===== src/iso_params.svh =====
`ifndef ISO_PARAMS_SVH
`define ISO_PARAMS_SVH
// register byte offsets
`define ISO_REG_CTRL      12'h000
`define ISO_REG_STAT      12'h004
`define ISO_REG_FRAME     12'h008
`define ISO_REG_CNT_BASE  12'h010
// control word fields: mask in low byte, frame number bits 15..11 of descriptor dword
`define ISO_MASK_LSB      0
`define ISO_MASK_MSB      7
`define ISO_FRM_LSB       11
`define ISO_FRM_MSB       15
`define ISO_DIR_BIT       16
// status word fields
`define ISO_RES_LSB       8
`define ISO_RES_W         3
`define ISO_ERR_BIT       0
`define ISO_BAB_BIT       1
`define ISO_UND_BIT       2
// reset values
`define ISO_ZERO32        32'h0000_0000
`define ISO_ZERO8         8'h00
`define ISO_ZERO12        12'h000
`endif


===== src/iso_pkg.sv =====
package iso_pkg;
    typedef enum logic [2:0] {
        ISO_IDLE = 3'b001,
        ISO_WAIT = 3'b010,
        ISO_DONE = 3'b100
    } iso_state_t;
    typedef enum logic {
        ISO_DIR_OUT = 1'b0,
        ISO_DIR_IN  = 1'b1
    } iso_dir_t;
endpackage


===== src/iso_sched.sv =====
// Chosen here: the register offsets and the APB register port.
`timescale 1ns/1ps
`include "iso_params.svh"
////////////////////////////////////////////////////////////////////////////////
// register map, one aligned 32-bit word each:
//   ctrl  : [7:0] active mask (a write ors bits in, software can never clear one),
//           [15:11] frame number the descriptor belongs to, [16] token, 1 = in
//   stat  : [31:8] eight 3-bit results, microframe 7 on top, [7:0] live mask
//   frame : [4:0] bus frame number as seen right now, read only
//   count : one word per microframe, 12-bit received byte count, in token only
// writes to read-only words are dropped; unmapped words answer with pslverr
//
// timing as seen from the bus:
//   writes complete with no wait state
//   reads take one wait state so that the answer comes from a flip-flop
//   and still stands at the edge where the master samples pready high
//
// timing as seen from the transfer engine:
//   uframe_start at edge n, iso_issue high after it while the engine works
//   xact_done at edge m, result, count and mask clear visible after it
//   one idle cycle in the done state follows, so a new issue needs two cycles
//
// limitation: one descriptor only; the token is taken from the live control
// word, so software must not flip it while a transaction is outstanding
////////////////////////////////////////////////////////////////////////////////
module iso_sched
    import iso_pkg::*;
#(
    parameter int NUM_UF = 8,
    parameter int CNT_W  = 12
) (
    input  wire logic          ref_clk,
    input  wire logic          rst,
    input  wire logic          psel,
    input  wire logic          penable,
    input  wire logic          pwrite,
    input  wire logic [11:0]   paddr,
    input  wire logic [31:0]   pwdata,
    output logic [31:0]        prdata,
    output logic               pready,
    output logic               pslverr,
    input  wire logic          uframe_start,
    input  wire logic [2:0]    uframe_index,
    input  wire logic [4:0]    bus_frame_number,
    output logic               iso_issue,
    output logic [2:0]         iso_issue_uframe,
    output logic               iso_issue_in,
    input  wire logic          xact_done,
    input  wire logic          xact_error,
    input  wire logic          xact_babble,
    input  wire logic          xact_underrun,
    input  wire logic [11:0]   xact_rx_bytes
);
    initial begin
        if (NUM_UF != 8 || CNT_W != 12)
            $error("iso_sched supports eight microframes of 12-bit counts only");
    end

    ////////////////////////////////////////////////////////////////////////////
    // state
    logic [7:0]                 microframe_active_mask_q;
    logic [4:0]                 frame_q;
    iso_dir_t                   dir_q;
    logic [23:0]                result_q;
    logic [CNT_W-1:0]           cnt_q [NUM_UF];
    iso_state_t                 st_q;
    logic [2:0]                 cur_q;
    logic [31:0]                prdata_q;
    logic                       rd_wait_q;

    ////////////////////////////////////////////////////////////////////////////
    // apb decode; writes have no wait state, unmapped addresses answer with pslverr
    wire         wr_acc   = psel && penable && pwrite;
    wire         rd_acc   = psel && penable && !pwrite;
    wire         hit_ctrl = (paddr == `ISO_REG_CTRL);
    wire         hit_stat = (paddr == `ISO_REG_STAT);
    wire         hit_frm  = (paddr == `ISO_REG_FRAME);
    wire [11:0]  cnt_off  = paddr - `ISO_REG_CNT_BASE;
    wire         hit_cnt  = (paddr >= `ISO_REG_CNT_BASE) && (cnt_off[11:2] < 10'(NUM_UF))
                            && (paddr[1:0] == 2'b00);
    wire [2:0]   cnt_sel  = cnt_off[4:2];
    wire         mapped   = hit_ctrl || hit_stat || hit_frm || hit_cnt;
    // a read holds pready low for its first access cycle; the mux is captured
    // then, so the registered answer is already standing when pready rises
    wire         rd_first = rd_acc && !rd_wait_q;
    assign pready  = !rd_acc || rd_wait_q;
    assign pslverr = psel && penable && !mapped;
    assign prdata  = prdata_q;

    wire [31:0] ctrl_view = {15'h0000, dir_q, frame_q, 3'b000, microframe_active_mask_q};
    wire [31:0] stat_view = {result_q, microframe_active_mask_q};
    wire [31:0] rd_mux    = hit_ctrl ? ctrl_view :
                            hit_stat ? stat_view :
                            hit_frm  ? {27'h000_0000, bus_frame_number} :
                            hit_cnt  ? {20'h0_0000, cnt_q[cnt_sel]} : `ISO_ZERO32;

    ////////////////////////////////////////////////////////////////////////////
    // scheduling decisions
    // the descriptor is only looked at when its frame number matches the bus,
    // and then only for microframes whose mask bit is still set; a start pulse
    // seen while a transaction is outstanding is dropped, which is safe since
    // the engine cannot run two transactions of one descriptor at once
    wire frame_match = (frame_q == bus_frame_number);
    wire uf_enabled  = microframe_active_mask_q[uframe_index];
    wire do_issue    = (st_q == ISO_IDLE) && uframe_start && frame_match && uf_enabled;
    wire done_now    = (st_q == ISO_WAIT) && xact_done;
    // token-qualified flags: babble is meaningless on OUT, underrun on IN
    wire [2:0] res_new;
    assign res_new[`ISO_ERR_BIT] = xact_error;
    assign res_new[`ISO_BAB_BIT] = xact_babble && (dir_q == ISO_DIR_IN);
    assign res_new[`ISO_UND_BIT] = xact_underrun && (dir_q == ISO_DIR_OUT);
    wire [7:0] sw_set = (wr_acc && hit_ctrl) ? pwdata[`ISO_MASK_MSB:`ISO_MASK_LSB] : `ISO_ZERO8;

    assign iso_issue        = (st_q == ISO_WAIT);
    assign iso_issue_uframe = cur_q;
    assign iso_issue_in     = (dir_q == ISO_DIR_IN);

    ////////////////////////////////////////////////////////////////////////////
    // state machine: idle -> wait for transaction -> done (one cycle)
    always_ff @(posedge ref_clk) begin
        if (rst) begin
            st_q  <= ISO_IDLE;
            cur_q <= 3'b000;
        end else begin
            case (st_q)
                ISO_IDLE: if (do_issue) begin
                    st_q  <= ISO_WAIT;
                    cur_q <= uframe_index;
                end
                ISO_WAIT: if (xact_done) st_q <= ISO_DONE;
                ISO_DONE: st_q <= ISO_IDLE;
                default:  st_q <= ISO_IDLE;
            endcase
        end
    end

    // control and mask; a software set in the done cycle wins over the clear
    always_ff @(posedge ref_clk) begin
        if (rst) begin
            microframe_active_mask_q <= `ISO_ZERO8;
            frame_q                  <= 5'b00000;
            dir_q                    <= ISO_DIR_OUT;
        end else begin
            microframe_active_mask_q <= (microframe_active_mask_q
                & ~(done_now ? (8'h01 << cur_q) : `ISO_ZERO8)) | sw_set;
            if (wr_acc && hit_ctrl) begin
                frame_q <= pwdata[`ISO_FRM_MSB:`ISO_FRM_LSB];
                dir_q   <= iso_dir_t'(pwdata[`ISO_DIR_BIT]);
            end
        end
    end

    // per-microframe result fields and rx counts
    // each field is written only when its own transaction completes, so the
    // results of earlier microframes survive while later ones run; counts are
    // left alone on out transfers because no bytes come back then
    genvar g;
    generate
        for (g = 0; g < NUM_UF; g++) begin : g_uf
            always_ff @(posedge ref_clk) begin
                if (rst) begin
                    result_q[g*`ISO_RES_W +: `ISO_RES_W] <= 3'b000;
                    cnt_q[g]                             <= `ISO_ZERO12;
                end else if (done_now && cur_q == 3'(g)) begin
                    result_q[g*`ISO_RES_W +: `ISO_RES_W] <= res_new;
                    if (dir_q == ISO_DIR_IN)
                        cnt_q[g] <= xact_rx_bytes;
                end
            end
        end
    endgenerate

    // read wait state: set for exactly one cycle per read access
    always_ff @(posedge ref_clk) begin
        if (rst) rd_wait_q <= 1'b0;
        else rd_wait_q <= rd_first;
    end

    // read data captured in the first access cycle, stands in the second
    always_ff @(posedge ref_clk) begin
        if (rst) prdata_q <= `ISO_ZERO32;
        else if (rd_first) prdata_q <= rd_mux;
    end
endmodule


===== config.mk =====
export PLATFORM = sky130hd
export DESIGN_NAME = iso_sched
export DESIGN_NICKNAME = d
export VERILOG_FILES = /design/src/iso_pkg.sv /design/src/iso_sched.sv
export VERILOG_INCLUDE_DIRS = /design/src
export SDC_FILE = /design/constraint.sdc
export NUM_CORES = 1
export LEC_CHECK = 0
export ABC_AREA = 0
export BUFFER_PORTS_ARGS = -buffer_cell sky130_fd_sc_hd__buf_2
export CORE_ASPECT_RATIO = 0.7
export CORE_MARGIN = 1.5
export CORE_UTILIZATION = 35
export CTS_CLUSTER_DIAMETER = 30
export CTS_CLUSTER_SIZE = 40
export DETAILED_ROUTE_END_ITERATION = 8
export MAX_ROUTING_LAYER = met4
export PLACE_DENSITY_LB_ADDON = 0.08
export REMOVE_ABC_BUFFERS = 1
export SLEW_MARGIN = 20
export SYNTH_ARGS = -nofsm -noshare
export SYNTH_HDL_FRONTEND = slang
export SYNTH_SLANG_ARGS = --single-unit
export TNS_END_PERCENT = 20

===== constraint.sdc =====
create_clock -name ref_clk -period 3.54 [get_ports ref_clk]
set_input_delay 0.531 -clock ref_clk [delete_from_list [all_inputs] [get_ports ref_clk]]
set_output_delay 0.531 -clock ref_clk [all_outputs]
set_load 0.02 [all_outputs]

### After elaboration in Yosys (flattened, before gate mapping)

Memories as Yosys holds them, arrays and structs flattened.
Index checks and enable logic that the tools add are counted.

| storage, ports and cells | value |
|---|---|
| RAM bits | 96 |
| register bits | 77 |
| word-level logic and storage cells | 128 |
| output and inout port bits | 39 |
| memories | 1 |

| operators by class | value |
|---|---|
| reduce and logical (&&, ||, !) cells | 35 |
| bitwise operators | 12 |
| mux-type cells | 46 |
| shift operators | 1 |
| $lt $le $gt $ge | 3 |
| equal/unequal tests | 14 |
| $add $sub $neg | 1 |

Memories:

| name | depth | bits a word | rd ports | clocked after Yosys merged registers in | wr ports | RTL line | RTL |
|---|---|---|---|---|---|---|---|
| cnt_q | 8 | 12 | 1 | 0 | 8 | iso_sched.sv:65 | `logic [CNT_W-1:0] cnt_q [NUM_UF];` |

Operators by type and width:

| operator | number |
|---|---|
| $mux 12 | 10 |
| $mux 32 | 2 |
| $mux 1 | 28 |
| $logic_and 1x1->1 | 22 |
| $mux 8 | 2 |
| $eq 12x3->1 const B | 1 |
| $eq 12x4->1 const B | 1 |
| $eq 3x3->1 const B | 4 |
| $ge 12x5->1 const B | 1 |
| $logic_not 12->1 | 1 |
| $sub 12x5->12 const B | 1 |
| $lt 10x4->1 const B | 1 |
| $eq 3x2->1 const B | 3 |
| $and 8x8->8 | 1 |
| $not 8->8 | 1 |
| $or 1x1->1 | 8 |
| $or 8x8->8 | 1 |
| $shl 1x3->8 const A | 1 |
| $eq 3x1->1 const B | 2 |
| $mux 3 | 2 |
| $pmux 3 s2 | 1 |
| $eq 5x5->1 | 1 |
| $logic_not 1->1 | 4 |
| $logic_or 1x1->1 | 4 |
| 8 further kinds | 9 |

### Depth between registers and ports, before layout

Gate-level depths: netlist of run 1.

| depth | value |
|---|---|
| depth after elaboration | 8 |
| mapped depth | 8 |

### Worst setup path after synthesis of run 1

Ideal clock, no wire load.

| timing path | value |
|---|---|
| path kind | input port to flip-flop |
| start | input port paddr[4] |
| end | register prdata_q[14] (netlist: prdata[14]) |
| slack | 833 ps |
| data arrival time | 2650 ps |
| path buffers | 2 |
| required time | 3483 ps |
| stages | 8 |
| path through | inv_1 > buf_1 > ha_1 > or4b_1 > or4_4 > buf_6 > a221oi_2 > a21o_1 |

| on the way | value |
|---|---|
| cells in the longest elaborated chain, start to end | 3 |

RTL lines:

| item | RTL line | RTL |
|---|---|---|
| start, declared | iso_sched.sv:37 | `input wire logic [11:0] paddr,` |
| $eq 12x3->1 (no line) | - |  |
| $mux 32 (no line) | - |  |
| $mux 32 (no line) (*) | - |  |
| end signal, assigned | iso_sched.sv:181 | `` if (rst) prdata_q <= `ISO_ZERO32; `` |
| end signal, assigned | iso_sched.sv:182 | `else if (rd_first) prdata_q <= rd_mux;` |
| end, declared | iso_sched.sv:68 | `logic [31:0] prdata_q;` |

Every way passes the cells marked *; elsewhere a longest branch is shown, timed or not.
A chain may end at the register's enable or synchronous reset.

### Worst setup path after layout of run 1

| timing path | value |
|---|---|
| start | register rd_wait_q |
| end | output port pready |

| on the way | value |
|---|---|
| cells in the longest elaborated chain, start to end | 1 |

RTL lines:

| item | RTL line | RTL |
|---|---|---|
| start, declared | iso_sched.sv:69 | `logic rd_wait_q;` |
| start signal, assigned | iso_sched.sv:176 | `else rd_wait_q <= rd_first;` |
| $logic_or 1x1->1 | iso_sched.sv:86 | `assign pready = !rd_acc \|\| rd_wait_q;` |
| end, declared | iso_sched.sv:40 | `output logic pready,` |

No other way between the ends.

==> results of run 1 <==
## power breakdown
part           switching, mW  leakage [nW]  internal, mW
clock network          0.869         0.313          1.11
logic                  0.158          1.71         0.102
registers             0.0105          1.61          2.15
## flip-flops by register name (all words and copies together) (netlist names)
register                  cells
cnt_q                        96
frame_q                       5
iso_issue_in                  1
iso_issue_uframe              3
microframe_active_mask_q      8
prdata                       32
rd_wait_q                     1
result_q                     24
st_q                          3
## metal layers
metal  GRT usage (%)  vias up  share of wire, %
met2            30.1      135                45
met1            27.6     2810                50
met3            4.43       11               4.8
li1                -     2595                 -
met5               -        -                 0
met4            4.61        0              0.71
## logic make-up (layout without fill, tap and decap cells)
| kind of cell | after synthesis | in the layout | share of synthesized area [%] |
|---|---|---|---|
| DFF | 173 | 173 | 56.5 |
| xor gates and xnor gates | 5 | 5 | 0.560 |
| buffers and inverters | 60 | 170 | 3.17 |
| muxes | 63 | 63 | 12.3 |
| and+or+nand+nor | 249 | 249 | 18.0 |
| AOI/OAI and AO/OA | 101 | 101 | 9.29 |
| adders and majority gates | 1 | 1 | 0.160 |
## final cells by class
class                   count  area, sq um
clock buffers              20          489
multi-input cells         419         3170
inverters                  12         45.0
flip-flops and latches    173         4420
fillers                  2022        12500
repair buffers            126          711
well taps                 282          353
clock inverters            12          143
## worst max path at each step
stage / endpoint / slack [ns]
6_report: pready / 0.99
5_1_grt: pready / 0.84
4_1_cts: pready / 0.97
3_5_place_dp: prdata[8] / 0.74
3_3_place_gp: prdata[10] / 0.79
2_1_floorplan: prdata[10] / -0.89
## tightest hold or removal path, stage by stage
cell     delay [ns]
buf_2          0.10
nand3_1        0.05
a21oi_1        0.05
## layout by cell type (no fill, tap or decap), types with 4 or more instances in the layout
| cell type | instances |
|---|---|
| dfxtp_1 | 77 |
| nand2_1 | 15 |
| o21ai_0 | 12 |
| a21oi_1 | 17 |
| xnor2_1 | 5 |
| mux2_2 | 14 |
| edfxtp_1 | 96 |
| nand2b_1 | 8 |
| inv_1 | 11 |
| and2_1 | 98 |
| mux4_2 | 25 |
| clkbuf_16 | 19 |
| o21bai_1 | 9 |
| nand4_1 | 8 |
| a32oi_1 | 4 |
| mux2i_1 | 24 |
| a211oi_1 | 6 |
| nor2_1 | 55 |
| buf_4 | 32 |
| nand3_1 | 23 |
| a21o_1 | 9 |
| buf_2 | 94 |
| a22oi_1 | 23 |
| nor3_1 | 14 |
==> impl_metrics.json, run 1 <==
{
  "critPathTopFamily": "buffers and inverters",
  "cp_slowest_cell": "inv_2",
  "first_pass_iters": 5,
  "grt_usage_pct": 20.0,
  "cts_resized": 0,
  "drive_gt1_share_pct": 27.7,
  "cp_slowest_stage_delay_ns": 0.37,
  "hold_end": "frame_q[4]",
  "p_total_mw": 4.40,
  "peakVddDrop_mv": 0.318,
  "r2r_setup_slack_ns": 1.09,
  "synth_warnings": 0,
  "seq_area_frac_synth_pct": 56.5,
  "ys_types": 57,
  "synthCells": 652,
  "syn2layout_area_growth_pct": 19.4,
  "final_cells": 1044,
  "cp_cell_sequence": "nor4bb_4 > buf_4 > inv_2 > buf_2",
  "htreeDepth": 4,
  "drc_errors": 0,
  "fin_nets": 824,
  "r2r-start": "rd_wait_q",
  "hold_violations": 0,
  "ys_top_cells_by_area": "edfxtp_1, dfxtp_1, and2_1",
  "hold_ws_ns": 0.349,
  "final-setup-viol-count": 0,
  "period_share_pct": 71.9,
  "start_util_pct": 35.9,
  "drv_cap": 0,
  "fp.dieH_um": 128,
  "crit_fanout": 37,
  "synth_area_sq_um": 7820,
  "dpl_cell_area_sq_um": 8710,
  "syn_avg_cell_area_sq_um": 12.0,
  "cts_tree": "yes",
  "crit_path_end_kind": "output port",
  "grt_first_pass_wirelength_um": 32800,
  "vias_per_cell": 5.32,
  "cts_hold_buf": 0,
  "netlist.area_leader.share_pct": 36.8,
  "drt_iter0_markers": 361,
  "worstMarginPinSlew_ns": 0.912,
  "utilization_pct": 42.9,
  "grt_overflow_total": 0,
  "drt-total-wl_um": 21700,
  "crit_start": "rd_wait_q",
  "setup-tns-final_ns": 0,
  "core_area_sq_um": 21800,
  "grt_antenna_before_repair": 0,
  "postCtsSetupBuffers": 0,
  "via_count": 5551,
  "die_area_sq_um": 23300,
  "fin_crit_ns": 2.55,
  "rsz0062_at_grt": "no",
  "clk_pin_slew_ns": 0.07,
  "yosys_register_bits": 173,
  "grt_max_degree": 53,
  "slew_headroom_pct": 39.1,
  "ys_top_cells_by_count": "and2_1, edfxtp_1, dfxtp_1",
  "die_w_um": 182,
  "synthArstFlopShare_pct": 0,
  "crit_cells": 4,
  "cts_root_buf": "clkbuf_16",
  "critPathArrivalTime_ns": 2.02,
  "synth.largest_area_cell": "edfxtp_1",
  "cellPowerDensity_nw_per_um2": 471,
  "synth_edf_count": 96,
  "startpoint_type": "register",
  "clockBufferDepth": 2,
  "pin_count": 113,
  "clk_latency_ns": 0.43,
  "setup_ws_ns": 0.994,
  "dp_hpwl_um": 14800,
  "avgRoutedWirePerCell_um": 20.8,
  "post-place-ws_ns": 0.740,
  "cts.sinks": 173,
  "synthFlopType": "edfxtp_1",
  "hold_start": "pwdata[15]",
  "yosysMostFrequentCell": "and2_1",
  "cts_buffers": 17,
  "r2r_cells": 7,
  "slew_violations": 0,
  "p_leak_nw": 3.64,
  "status": "completed",
  "placedCellCount": 1012,
  "grt_pass1_vias": 5350,
  "portBuffers": 94,
  "diodes": 0,
  "r2r-end": "prdata[9]",
  "antenna_left": 0,
  "stdcell_area_sq_um": 9340,
  "hold_path_depth": 3,
  "fin_skew_ns": 0.00903,
  "crit_required_ns": 3.01,
  "max_freq_ghz": 0.393,
  "place_congestion": 0.844,
  "rows": 45,
  "path_buf_inv": 3,
  "path_class": "reg2out",
  "min_path_type": "in2reg"
}
Note: power is estimated with default switching activity, not from simulation.
==> inputs of run 2 (changes only) <==
==> constraint.sdc (replaced) <==
create_clock -name ref_clk -period 2.4 [get_ports ref_clk]
set_input_delay 0.36 -clock ref_clk [delete_from_list [all_inputs] [get_ports ref_clk]]
set_output_delay 0.36 -clock ref_clk [all_outputs]
set_load 0.02 [all_outputs]
==> run 2 against run 1 <==
Compared with the run above:
- core utilization increased by 0.45 points
- wire length is 0.36% lower
- worst hold slack worse by 0.18 ns
- clock skew grew 0.0082 ns
- power is 45% higher
- non-clock buffer count up 15
- global-route usage down 0.089 points
- sequential share of layout area down 0.49 points
==> impl_metrics.json, run 2 (same netlist as run 1, synthesis figures left out) <==
{
  "largest_register_ffs": 96,
  "crit_required_ns": 2.04,
  "dp_hpwl_um": 15100,
  "start_util_pct": 35.9,
  "utilization_pct": 43.3,
  "drv_cap": 0,
  "cts.sinks": 173,
  "p_clk_share_pct": 43.6,
  "max_freq_ghz": 0.458,
  "core_area_sq_um": 21800,
  "p_comb_share_pct": 6.3,
  "cts_tree": "yes",
  "grt_max_degree": 51,
  "grt_first_pass_wirelength_um": 32800,
  "antenna_left": 0,
  "cts_hold_buf": 0,
  "startpoint_type": "input pin",
  "die_area_sq_um": 23300,
  "grt_overflow_total": 0,
  "crit_fanout": 4,
  "drc_errors": 0,
  "clk_pin_slew_ns": 0.08,
  "grt_pass1_vias": 5499,
  "crit_start": "paddr[4]",
  "syn2layout_area_growth_pct": 20.6,
  "rsz0062_at_grt": "no",
  "hold_violations": 0,
  "avgRoutedWirePerCell_um": 20.4,
  "setup_ws_ns": 0.215,
  "p_leak_nw": 3.69,
  "drive_gt1_share_pct": 29.1,
  "diodes": 0,
  "fin_skew_ns": 0.0173,
  "postCtsSetupBuffers": 0,
  "rows": 45,
  "pin_count": 113,
  "p_int_mw": 4.79,
  "clockBufferDepth": 2,
  "fin_nets": 839,
  "worstMarginPinSlew_ns": 0.598,
  "htreeDepth": 4,
  "cts_buffers": 17,
  "peakVddDrop_mv": 0.409,
  "slew_violations": 0,
  "hold_start": "pwdata[13]",
  "drt_iter0_markers": 496,
  "fp.dieH_um": 128,
  "hold_ws_ns": 0.167,
  "power.switching_fraction_pct": 24.7,
  "critPathArrivalTime_ns": 1.82,
  "grt_antenna_before_repair": 1,
  "r2r-start": "st_q[2]",
  "portBuffers": 94,
  "min_path_type": "in2reg",
  "r2r_cells": 5,
  "fin_crit_ns": 2.18,
  "p_sw_mw": 1.57,
  "first_pass_iters": 5,
  "regMostFlops": "cnt_q",
  "slew_headroom_pct": 59.6,
  "cellPowerDensity_nw_per_um2": 673,
  "drt-total-wl_um": 21600,
  "cts_resized": 0,
  "status": "completed",
  "post-place-ws_ns": 0.0587,
  "hold_path_depth": 3,
  "die_w_um": 182,
  "via_count": 5539,
  "clk_latency_ns": 0.44,
  "vias_per_cell": 5.23,
  "final_common_cell": "and2_1",
  "final-setup-viol-count": 0,
  "cts_root_buf": "clkbuf_16",
  "period_share_pct": 91.0,
  "crit_path_end_kind": "output port",
  "p_total_mw": 6.35,
  "place_congestion": 0.836,
  "grt_usage_pct": 19.9,
  "p_seq_share_pct": 50.2,
  "final_cell_mix": "and2_1, edfxtp_1, buf_2, dfxtp_1, nor2_1",
  "path_class": "in2out"
}
run 2: layer usage:
metal / global-route usage, % / up-vias / share of wire [%]
met5: - / - / 0
met4: 4.61 / 0 / 0.94
met3: 4.89 / 14 / 5.3
met2: 29.4 / 155 / 45
met1: 27.6 / 2729 / 49
li1: - / 2641 / -
run 2: cell type report:
cell class              instances  area [sq um]
clock inverters                14           141
inverters                      12          45.0
multi-input cells             419          3170
well taps                     282           353
flip-flops and latches        173          4420
clock buffers                  18           450
repair buffers                141           848
fillers                      2074         12400
run 2: path summary, 6_finish.rpt:
kind,endpoint,slack [ns]
min,frame_q[2],0.17
min reg2reg,prdata[14],0.47
max reg2reg,cnt_q[7][10],0.51
max,pslverr,0.22
run 2: power groups by stage:
stage / registers, mW / logic (mW) / clock network, mW
after global routing: 3.19 / 0.432 / 2.96
final: 3.19 / 0.399 / 2.77
after detailed placement: 3.26 / 0.404 / 0
after floorplan: 3.25 / 0.170 / 0
after CTS: 3.19 / 0.405 / 2.84
after global placement: 3.25 / 0.399 / 0
run 2: worst max-delay path, cell delays in order:
cell and delay (ns):
buf_2 0.11, inv_1 0.07, ha_1 0.22, or3b_2 0.53, nor4_1 0.27, a211oi_1 0.08, buf_2 0.18
run 2: metrics by stage:
step | cells | TNS [ns] | instance area [sq um]
after global routing | 1059 | 0 | 9440
final | 1059 | 0 | 9440
after CTS | 1059 | 0 | 9440
after floorplan | 604 | -51.78 | 7620
after global placement | 1027 | 0 | 8840
after detailed placement | 1027 | 0 | 8840
